--- src/design/cfp_pkg.sv ---
package cfp_pkg;
	// Address space
	localparam logic [21:0] CFG_BASE = 22'h300000;
	localparam logic [21:0] CFG_WP_TOP = 22'h3000FF;
	localparam logic [21:0] BOOT_TOP = 22'h0001FF;
	localparam logic [21:0] USER_TOP = 22'h007FFF;
	localparam int BLOCK_LSB = 13;
	// Register byte addresses
	localparam logic [21:0] ADDR_DEBUG_LVP_STACK_FUSES = 22'h300006;
	localparam logic [21:0] ADDR_CODE_PROTECT_BLOCKS = 22'h300008;
	localparam logic [21:0] ADDR_CODE_PROTECT_BOOT_EEPROM = 22'h300009;
	localparam logic [21:0] ADDR_WRITE_PROTECT_BLOCKS = 22'h30000A;
	localparam logic [21:0] ADDR_WRITE_PROTECT_BOOT_EEPROM_CFG = 22'h30000B;
	localparam logic [21:0] ADDR_TABLE_READ_PROTECT_BLOCKS = 22'h30000C;
	localparam logic [21:0] ADDR_TABLE_READ_PROTECT_BOOT = 22'h30000D;
	localparam logic [21:0] ADDR_PART_ID_LOW_AND_REVISION = 22'h3FFFFE;
	localparam logic [21:0] ADDR_PART_ID_HIGH = 22'h3FFFFF;
	// Fuse array indices, counted from the first fuse byte
	localparam int FUSE_COUNT = 8;
	localparam logic [2:0] IDX_DEBUG_LVP_STACK = 3'h0;
	localparam logic [2:0] IDX_CODE_PROTECT_BLOCKS = 3'h2;
	localparam logic [2:0] IDX_CODE_PROTECT_BOOT_EEPROM = 3'h3;
	localparam logic [2:0] IDX_WRITE_PROTECT_BLOCKS = 3'h4;
	localparam logic [2:0] IDX_WRITE_PROTECT_BOOT_EEPROM_CFG = 3'h5;
	localparam logic [2:0] IDX_TABLE_READ_PROTECT_BLOCKS = 3'h6;
	localparam logic [2:0] IDX_TABLE_READ_PROTECT_BOOT = 3'h7;
	// Bit positions
	localparam int BIT_BACKGROUND_DEBUGGER = 7;
	localparam int BIT_LOW_VOLTAGE_PROG = 2;
	localparam int BIT_STACK_FAULT_RESET = 0;
	localparam int BIT_EEPROM_CODE_PROTECT = 7;
	localparam int BIT_BOOT_CODE_PROTECT = 6;
	localparam int BIT_EEPROM_WRITE_PROTECT = 7;
	localparam int BIT_BOOT_WRITE_PROTECT = 6;
	localparam int BIT_CONFIG_WRITE_PROTECT = 5;
	localparam int BIT_BOOT_TABLE_READ_PROTECT = 6;
	// Implemented bits, the unprogrammed value equals the mask; MASK_USER_LOCKED marks the user-locked bit
	localparam logic [7:0] MASK_DEBUG_LVP_STACK = 8'h85;
	localparam logic [7:0] MASK_BLOCKS = 8'h0F;
	localparam logic [7:0] MASK_CODE_PROTECT_HIGH = 8'hC0;
	localparam logic [7:0] MASK_WRITE_PROTECT_HIGH = 8'hE0;
	localparam logic [7:0] MASK_TABLE_READ_HIGH = 8'h40;
	localparam logic [7:0] MASK_NONE = 8'h00;
	localparam logic [7:0] MASK_USER_LOCKED = 8'h20;

	typedef enum logic [2:0] {
		KIND_NONE = 3'b000,
		KIND_TABLE_READ = 3'b001,
		KIND_TABLE_WRITE = 3'b010,
		KIND_PROG_READ = 3'b011,
		KIND_PROG_WRITE = 3'b100
	} cfp_kind_t;

	typedef struct packed {
		logic valid;
		cfp_kind_t kind;
		logic eeprom;
		logic [21:0] addr;
		logic [21:0] exec_addr;
		logic [7:0] wdata;
	} cfp_req_t;

	typedef struct packed {
		logic ack;
		logic deny;
		logic cfg;
		logic [7:0] rdata;
	} cfp_rsp_t;
endpackage : cfp_pkg

--- src/design/cfp_fuse_protect.sv ---
`timescale 1ns/1ps
// Notes on behaviour
// RULE1 - Debugger fuse 0 reserves port B pins 6 and 7; 1 frees them.
// RULE2 - Low-voltage programming entry allowed while its fuse is 1.
// RULE3 - Stack fault forces reset only while stack reset fuse is 1.
// RULE4 - Block 0 code protect covers 000200h-001FFFh; 0 protects.
// RULE5 - Block 1 code protect covers 002000h-003FFFh; 0 protects.
// RULE6 - Blocks 2 and 3 code protect their 8K ranges; 0 protects.
// RULE7 - Smaller parts: programmer keeps block 2 and 3 bits at 1.
// RULE8 - EEPROM code protect bit 0 protects data EEPROM.
// RULE9 - Boot code protect bit 0 protects 000000h-0001FFh.
// RULE10 - Block 0 write protect blocks writes to 000000h-001FFFh, boot included.
// RULE11 - Blocks 1 to 3 write protect bits block writes to their ranges.
// RULE12 - EEPROM write protect bit 0 blocks data EEPROM writes.
// RULE13 - Boot write protect bit 0 blocks writes to 000000h-0001FFh.
// RULE14 - Config write protect bit 0 blocks writes to 300000h-3000FFh.
// RULE15 - Config write protect is readable; only the programmer changes it.
// RULE16 - Block 0 table read protect refuses reads from code in other blocks.
// RULE17 - Blocks 1 to 3 table read protect likewise refuse cross-block reads.
// RULE18 - Boot table read protect refuses reads from code outside boot.
// RULE19 - Code protect bits start at 1 and user writes can only clear.
// RULE20 - Unimplemented fuse bits always read as 0.
// RULE21 - First ID byte: 3-bit part code high, 5-bit revision low.
// RULE22 - Second ID byte: eight more part code bits, 11 bits total.
// RULE23 - Fuse bits read 0 when programmed, 1 when unprogrammed.
// RULE24 - Config space reached only by table accesses, one byte each; programmer reads and writes also reach it.
// RULE25 - Accesses checked against block bounds; denial returned instead of data.
module cfp_fuse_protect
	import cfp_pkg::*;
#(
	// Arbitrary neutral identity values
	parameter logic [10:0] PART_CODE = 11'h7E6,
	parameter logic [4:0] REVISION = 5'h03
)
(
	// Clock, reset, enable
	input wire logic MCLK,
	input wire logic RST,
	input wire logic CE,
	// Programmer presence pin
	input wire logic PROG_MODE,
	// Access request and answer
	input wire cfp_req_t REQ,
	output cfp_rsp_t RSP,
	// Core events and fuse-driven controls
	input wire logic STACK_FAULT,
	output logic STACK_RESET,
	output logic DEBUG_PINS_RESERVED,
	output logic LVP_ENTRY_EN
);

	logic [7:0] fuse [0:FUSE_COUNT-1];
	logic prog_meta;
	logic prog_sync;
	logic next_deny;
	logic next_cfg;
	logic [7:0] next_rdata;
	logic fuse_we;
	logic [7:0] fuse_wval;
	logic [2:0] req_idx;

	logic background_debugger_fuse;
	logic low_voltage_programming_enable;
	logic stack_fault_reset_enable;
	logic [3:0] code_protect_blocks;
	logic eeprom_code_protect;
	logic boot_code_protect;
	logic [3:0] write_protect_blocks;
	logic eeprom_write_protect;
	logic boot_write_protect;
	logic config_write_protect;
	logic [3:0] table_read_protect_blocks;
	logic boot_table_read_protect;

	function automatic logic is_cfg(input logic [21:0] a);
		is_cfg = (a >= CFG_BASE);
	endfunction : is_cfg

	function automatic logic is_user(input logic [21:0] a);
		is_user = (a <= USER_TOP);
	endfunction : is_user

	function automatic logic is_boot(input logic [21:0] a);
		is_boot = (a <= BOOT_TOP);
	endfunction : is_boot

	function automatic logic [1:0] block_of(input logic [21:0] a);
		block_of = a[BLOCK_LSB+1:BLOCK_LSB];
	endfunction : block_of

	function automatic logic is_fuse(input logic [21:0] a);
		is_fuse = (a >= ADDR_DEBUG_LVP_STACK_FUSES) && (a <= ADDR_TABLE_READ_PROTECT_BOOT);
	endfunction : is_fuse

	function automatic logic [2:0] fuse_index(input logic [21:0] a);
		logic [21:0] d;
		d = a - ADDR_DEBUG_LVP_STACK_FUSES;
		fuse_index = d[2:0];
	endfunction : fuse_index

	// Implemented bits of each fuse byte; also its unprogrammed value
	function automatic logic [7:0] fuse_mask(input logic [2:0] i);
		case (i)
			IDX_DEBUG_LVP_STACK: fuse_mask = MASK_DEBUG_LVP_STACK;
			IDX_CODE_PROTECT_BLOCKS: fuse_mask = MASK_BLOCKS;
			IDX_CODE_PROTECT_BOOT_EEPROM: fuse_mask = MASK_CODE_PROTECT_HIGH;
			IDX_WRITE_PROTECT_BLOCKS: fuse_mask = MASK_BLOCKS;
			IDX_WRITE_PROTECT_BOOT_EEPROM_CFG: fuse_mask = MASK_WRITE_PROTECT_HIGH;
			IDX_TABLE_READ_PROTECT_BLOCKS: fuse_mask = MASK_BLOCKS;
			IDX_TABLE_READ_PROTECT_BOOT: fuse_mask = MASK_TABLE_READ_HIGH;
			default: fuse_mask = MASK_NONE;
		endcase
	endfunction : fuse_mask

	// Bits that user code may only clear
	function automatic logic [7:0] clear_only_mask(input logic [2:0] i);
		case (i)
			IDX_CODE_PROTECT_BLOCKS: clear_only_mask = MASK_BLOCKS;
			IDX_CODE_PROTECT_BOOT_EEPROM: clear_only_mask = MASK_CODE_PROTECT_HIGH;
			default: clear_only_mask = MASK_NONE;
		endcase
	endfunction : clear_only_mask

	// Bits that user code cannot change at all
	function automatic logic [7:0] user_locked_mask(input logic [2:0] i);
		case (i)
			IDX_WRITE_PROTECT_BOOT_EEPROM_CFG: user_locked_mask = MASK_USER_LOCKED;
			default: user_locked_mask = MASK_NONE;
		endcase
	endfunction : user_locked_mask

	assign background_debugger_fuse = fuse[IDX_DEBUG_LVP_STACK][BIT_BACKGROUND_DEBUGGER];
	assign low_voltage_programming_enable = fuse[IDX_DEBUG_LVP_STACK][BIT_LOW_VOLTAGE_PROG];
	assign stack_fault_reset_enable = fuse[IDX_DEBUG_LVP_STACK][BIT_STACK_FAULT_RESET];
	assign code_protect_blocks = fuse[IDX_CODE_PROTECT_BLOCKS][3:0];
	assign eeprom_code_protect = fuse[IDX_CODE_PROTECT_BOOT_EEPROM][BIT_EEPROM_CODE_PROTECT];
	assign boot_code_protect = fuse[IDX_CODE_PROTECT_BOOT_EEPROM][BIT_BOOT_CODE_PROTECT];
	assign write_protect_blocks = fuse[IDX_WRITE_PROTECT_BLOCKS][3:0];
	assign eeprom_write_protect = fuse[IDX_WRITE_PROTECT_BOOT_EEPROM_CFG][BIT_EEPROM_WRITE_PROTECT];
	assign boot_write_protect = fuse[IDX_WRITE_PROTECT_BOOT_EEPROM_CFG][BIT_BOOT_WRITE_PROTECT];
	assign config_write_protect = fuse[IDX_WRITE_PROTECT_BOOT_EEPROM_CFG][BIT_CONFIG_WRITE_PROTECT];
	assign table_read_protect_blocks = fuse[IDX_TABLE_READ_PROTECT_BLOCKS][3:0];
	assign boot_table_read_protect = fuse[IDX_TABLE_READ_PROTECT_BOOT][BIT_BOOT_TABLE_READ_PROTECT];
	assign req_idx = fuse_index(REQ.addr);

	// Programmer pin synchroniser
	always_ff @(posedge MCLK or posedge RST)
	begin
		if (RST)
		begin
			prog_meta <= 1'b0;
			prog_sync <= 1'b0;
		end
		else if (CE)
		begin
			prog_meta <= PROG_MODE;
			prog_sync <= prog_meta;
		end
	end

	// Access decision and config-space data
	always_comb
	begin
		next_deny = 1'b0;
		next_cfg = 1'b0;
		next_rdata = 8'h00;
		fuse_we = 1'b0;
		fuse_wval = 8'h00;
		if (REQ.valid)
		begin
			case (REQ.kind)
				KIND_TABLE_READ, KIND_PROG_READ:
				begin
					if ((REQ.kind == KIND_PROG_READ) && !prog_sync)
						next_deny = 1'b1;
					else if (!REQ.eeprom && is_cfg(REQ.addr))
					begin
						next_cfg = 1'b1; // RULE24
						if (is_fuse(REQ.addr))
							next_rdata = fuse[req_idx] & fuse_mask(req_idx); // RULE20
						else if (REQ.addr == ADDR_PART_ID_LOW_AND_REVISION)
							next_rdata = {PART_CODE[2:0], REVISION}; // RULE21
						else if (REQ.addr == ADDR_PART_ID_HIGH)
							next_rdata = PART_CODE[10:3]; // RULE22
					end
					else if (REQ.kind == KIND_PROG_READ)
					begin
						// Code protection keeps the programmer from reading out
						if (REQ.eeprom)
							next_deny = !eeprom_code_protect; // RULE8
						else if (is_boot(REQ.addr))
							next_deny = !boot_code_protect; // RULE9
						else if (is_user(REQ.addr))
							next_deny = !code_protect_blocks[block_of(REQ.addr)]; // RULE4 RULE5 RULE6
					end
					else if (!REQ.eeprom && is_user(REQ.addr))
					begin
						// Table reads from code running elsewhere are refused
						if (is_boot(REQ.addr) && !boot_table_read_protect && !is_boot(REQ.exec_addr))
							next_deny = 1'b1; // RULE18
						if (!table_read_protect_blocks[block_of(REQ.addr)]
							&& (!is_user(REQ.exec_addr) || (block_of(REQ.exec_addr) != block_of(REQ.addr))))
							next_deny = 1'b1; // RULE16 RULE17 RULE25
					end
				end
				KIND_TABLE_WRITE, KIND_PROG_WRITE:
				begin
					if ((REQ.kind == KIND_PROG_WRITE) && !prog_sync)
						next_deny = 1'b1;
					else if (REQ.eeprom)
						next_deny = !eeprom_write_protect; // RULE12
					else if (is_cfg(REQ.addr))
					begin
						next_cfg = 1'b1;
						if ((REQ.kind == KIND_TABLE_WRITE) && !config_write_protect && (REQ.addr <= CFG_WP_TOP))
							next_deny = 1'b1; // RULE14
						else if (is_fuse(REQ.addr))
						begin
							fuse_we = 1'b1; // RULE24
							if (REQ.kind == KIND_PROG_WRITE)
								fuse_wval = REQ.wdata & fuse_mask(req_idx);
							else
								fuse_wval = ((REQ.wdata & ~clear_only_mask(req_idx) & ~user_locked_mask(req_idx))
									| (REQ.wdata & fuse[req_idx] & clear_only_mask(req_idx))
									| (fuse[req_idx] & user_locked_mask(req_idx)))
									& fuse_mask(req_idx); // RULE15 RULE19 RULE20
						end
					end
					else
					begin
						if (is_boot(REQ.addr) && !boot_write_protect)
							next_deny = 1'b1; // RULE13
						if (is_user(REQ.addr) && !write_protect_blocks[block_of(REQ.addr)])
							next_deny = 1'b1; // RULE10 RULE11
					end
				end
				default:
				begin
					next_deny = 1'b1;
				end
			endcase
		end
	end

	// Fuse storage; reset shows the unprogrammed image
	always_ff @(posedge MCLK or posedge RST)
	begin
		if (RST)
		begin
			for (int i = 0; i < FUSE_COUNT; i++)
				fuse[i] <= fuse_mask(3'(i)); // RULE23
		end
		else if (CE && fuse_we)
		begin
			fuse[req_idx] <= fuse_wval;
		end
	end

	// Registered answer, one cycle after the request
	always_ff @(posedge MCLK or posedge RST)
	begin
		if (RST)
		begin
			RSP <= '0;
		end
		else if (CE)
		begin
			RSP.ack <= REQ.valid;
			RSP.deny <= REQ.valid && next_deny; // RULE25
			RSP.cfg <= REQ.valid && next_cfg;
			RSP.rdata <= (REQ.valid && !next_deny) ? next_rdata : 8'h00;
		end
	end

	// Fuse-driven controls
	always_ff @(posedge MCLK or posedge RST)
	begin
		if (RST)
		begin
			DEBUG_PINS_RESERVED <= 1'b0;
			LVP_ENTRY_EN <= 1'b0;
			STACK_RESET <= 1'b0;
		end
		else if (CE)
		begin
			DEBUG_PINS_RESERVED <= !background_debugger_fuse; // RULE1
			LVP_ENTRY_EN <= low_voltage_programming_enable; // RULE2
			STACK_RESET <= STACK_FAULT && stack_fault_reset_enable; // RULE3
		end
	end
endmodule : cfp_fuse_protect

--- config.mk ---
export PLATFORM = sky130hd
export DESIGN_NAME = cfp_fuse_protect
export DESIGN_NICKNAME = d
export VERILOG_FILES = /design/src/design/cfp_pkg.sv /design/src/design/cfp_fuse_protect.sv
export SDC_FILE = /design/constraint.sdc
export NUM_CORES = 1
export LEC_CHECK = 0
export ABC_CLOCK_PERIOD_IN_PS = 2850
export BUFFER_PORTS_ARGS = -buffer_cell sky130_fd_sc_hd__buf_2
export CORE_MARGIN = 3
export CORE_UTILIZATION = 40
export DETAILED_ROUTE_END_ITERATION = 8
export SYNTH_ARGS = -nofsm -noshare
export SYNTH_HDL_FRONTEND = slang
export SYNTH_SLANG_ARGS = --single-unit
--- constraint.sdc ---
create_clock -name MCLK -period 2.85 [get_ports MCLK]
set_input_delay 0.1425 -clock MCLK [delete_from_list [all_inputs] [get_ports MCLK]]
set_output_delay 0.1425 -clock MCLK [all_outputs]
set_load 0.005 [all_outputs]
==> impl_metrics.csv <==
group,metric,value,unit
pwr,ir_drop,0.221,mV
synth,ys_warn_count,0,
grt,antenna_found_initial,0,
setup_path,cp-start-kind,"flop",
sta,slew_headroom,28.9,%
status,outcome,"completed",
sta,finClkSkew,4.54,ps
floorplan,ios,76,
grt,grt_max_degree,52,
cts,ctsResizeCount,0,
grt,overflow,0,
sta,finalSetupViolCount,0,
sta,finalCriticalPeriod,2310,ps
cts,clkTransAtPathRegs,100,ps
synth,synth_nets,365,
placement,post_dp_cell_area,3660,µm²
cts,clk_latency,310,ps
drt,dr.pass1.iters,4,
sta,rsz0062_at_grt,"false",
grt,grtUsageTotal,20.3,%
cts,cts_tree,"built",
cts,root_buffer,"clkbuf_8",
synth,synth_edf_count,0,
setup_path,crit_type,"flop to flop",
floorplan,coreArea,7850,µm²
sta,hold_viol_final,0,
finish,area_delta_synth_final,14.6,%
drt,drtAntennaViolNets,0,
setup_path,path_max_fanout,11,
synth,synthArstFlopShare,100,%
synth,ys_ff_latch,51,
cts,clk_path_buf_depth,2,
pwr,totalPowerFinal,0.00139,W
finish,fin_util,47.8,%
pwr,p_leak,1.69,nW
finish,n_antenna_cell,0,
synth,synthDistinctLibCells,61,
sta,tightest_slew,1070,ps
floorplan,fp.dieArea,9300,µm²
drt,drt_wl_total,8650,µm
worst_hold_path,worstHoldPathCells,2,
drt,drc_errors,0,
job,cap_viol_max_count,0,
cts,clkSinkCount,51,
setup_path,critPathArrivalTime,2510,ps
drt,dr.first_iter.drc_count,107,
synth,syn_area,3270,µm²
floorplan,fp.dieH,96.5,µm
cts,cts_buffers,5,
grt,grt_pass1_vias,2698,
synth,ys_seq_area_share,39.8,%
floorplan,initial_core_util,41.7,%
drt,wl_per_cell,18.7,µm
synth,syn-instance-count,298,
cts,cts_hold_buf,0,
drt,num_vias,2648,
placement,io_buffers,65,
finish,final_area,3750,µm²
sta,setup-tns-final,0,ps
grt,grt_pass1_wl,14300,µm
setup_path,worstPathRequired,3050,ps
finish,final_nets,426,
setup_path,cp-end-kind,"flop",
sta,layout_worst_path_cycle_share,81.0,%
sta,fmax,0.433,GHz
floorplan,die_w,96.5,µm
setup_path,rr_worst_depth,6,
worst_hold_path,hold_class,"input pin to flop",
finish,layout_commonest_cell,"buf_2",
cts,cts_setup_buffers,0,
placement,gp_congestion,0.849,
floorplan,num_rows,32,
synth,syn_area_per_cell,11.0,µm²
placement,dp_hpwl,6810,µm
finish,final_layout_size_suffix_gt1_share,39.2,%
sta,final_max_slew_viol_count,0,
drt,vias_per_cell,5.73,
cts,htree_levels,2,
pwr,power_density,370,nW/µm²
finish,final_cell_mix,"buf_2, o21ai_0, dfrtp_1",
synth,synthFlopType,"dfrtp_1",
final timing paths:
kind / slack (ps) / start / end
worst max-delay path: 540 / config_write_protect$_DFFE_PP1P_ / fuse[53]$_DFFE_PP0P_
worst min-delay path: 70 / PROG_MODE / prog_meta$_DFFE_PP0P_
worst max register to register: 540 / config_write_protect$_DFFE_PP1P_ / fuse[53]$_DFFE_PP0P_
worst min register to register: 490 / DEBUG_PINS_RESERVED$_DFFE_PP0P_ / DEBUG_PINS_RESERVED$_DFFE_PP0P_
max in group asynchronous: 2100 / RST / STACK_RESET$_DFFE_PP0P_
min in group asynchronous: 90 / RST / fuse[53]$_DFFE_PP0P_
state kept, by name, summed over array words and instances (netlist names):
register,count
LVP_ENTRY_EN,1
code_protect_blocks,4
prog_sync,1
config_write_protect,1
eeprom_code_protect,1
eeprom_write_protect,1
RSP,11
boot_code_protect,1
boot_write_protect,1
fuse,24
boot_table_read_protect,1
prog_meta,1
background_debugger_fuse,1
DEBUG_PINS_RESERVED,1
STACK_RESET,1
logic make-up (layout without fill, tap and decap cells):
logic type | after synthesis | after routing | synth area share, %
AND/OR/NAND/NOR | 99 | 99 | 22.6
XOR/XNOR | 4 | 4 | 1.07
buffers and inverters | 31 | 93 | 5.16
AO/OA/AOI/OAI | 72 | 72 | 14.0
multiplexers | 36 | 36 | 15.5
adder cells (fa/ha/maj) | 5 | 5 | 1.91
flip-flops | 51 | 51 | 39.8
metal layers:
layer / up-vias / GRT usage (%) / wire length, µm
li1: 1255 / - / -
met1: 1315 / 28.5 / 3870
met2: 67 / 32.5 / 4150
met3: 11 / 3.25 / 492
met4: 0 / 5.14 / 127
met5: - / 0 / 0
area by class of cell:
| type | instances | area [µm²] |
|---|---|---|
| Sequential cell | 51 | 1300 |
| Clock inverter | 1 | 8.76 |
| Fill cell | 756 | 4100 |
| Tap cell | 102 | 128 |
| Timing Repair Buffer | 69 | 355 |
| Clock buffer | 7 | 86.3 |
| Inverter | 16 | 60.1 |
| Multi-Input combinational cell | 216 | 1810 |
critical path, cell delays in order, from the launching register on:
cell and delay [ps]:
dfstp_2 620, nand3b_4 90, a211o_1 350, nor4_4 270, buf_4 280, nand4_1 250, mux2_2 340
power breakdown:
part | switching [W] | leakage, nW | internal [W] | total, W
clock | 0.000250 | 0.0484 | 0.000200 | 0.000450
combinational | 0.000124 | 1.02 | 0.0000767 | 0.000201
sequential | 0.00000532 | 0.620 | 0.000732 | 0.000738
total | 0.000380 | 1.69 | 0.00101 | 0.00139
stage by stage:
step / worst slack (ps) / instances / hold WS (ps)
final: 541 / 462 / 66.4
after global routing: 448 / 462 / 64.1
after CTS: 533 / 462 / 63.7
after detailed placement: 522 / 454 / 389
after global placement: 538 / 454 / 379
after floorplan: 530 / 298 / 257
synth_stat cells (all sizes together) (3+ instances only):
cell type | number | area, µm²
nor2 | 8 | 30.0
inv | 16 | 60.1
buf | 9 | 76.3
nor3b | 6 | 45.0
and2 | 9 | 60.1
or3 | 4 | 26.3
o2bb2ai | 6 | 52.6
nor3 | 9 | 50.1
clkbuf | 6 | 32.5
xnor2 | 3 | 26.3
nand3b | 3 | 47.6
nand2 | 14 | 52.6
mux2i | 8 | 80.1
mux2 | 20 | 248
a32oi | 4 | 35.0
nor4 | 8 | 86.3
nand4 | 16 | 179
nand2b | 7 | 43.8
o21ai | 33 | 165
a21oi | 10 | 50.1
or4 | 3 | 22.5
ha | 5 | 62.6
o211ai | 3 | 22.5
dfstp | 21 | 552
mux4 | 8 | 180
dfrtp | 30 | 751
nand3 | 4 | 20.0
Note: power is estimated with default switching activity, not from simulation.
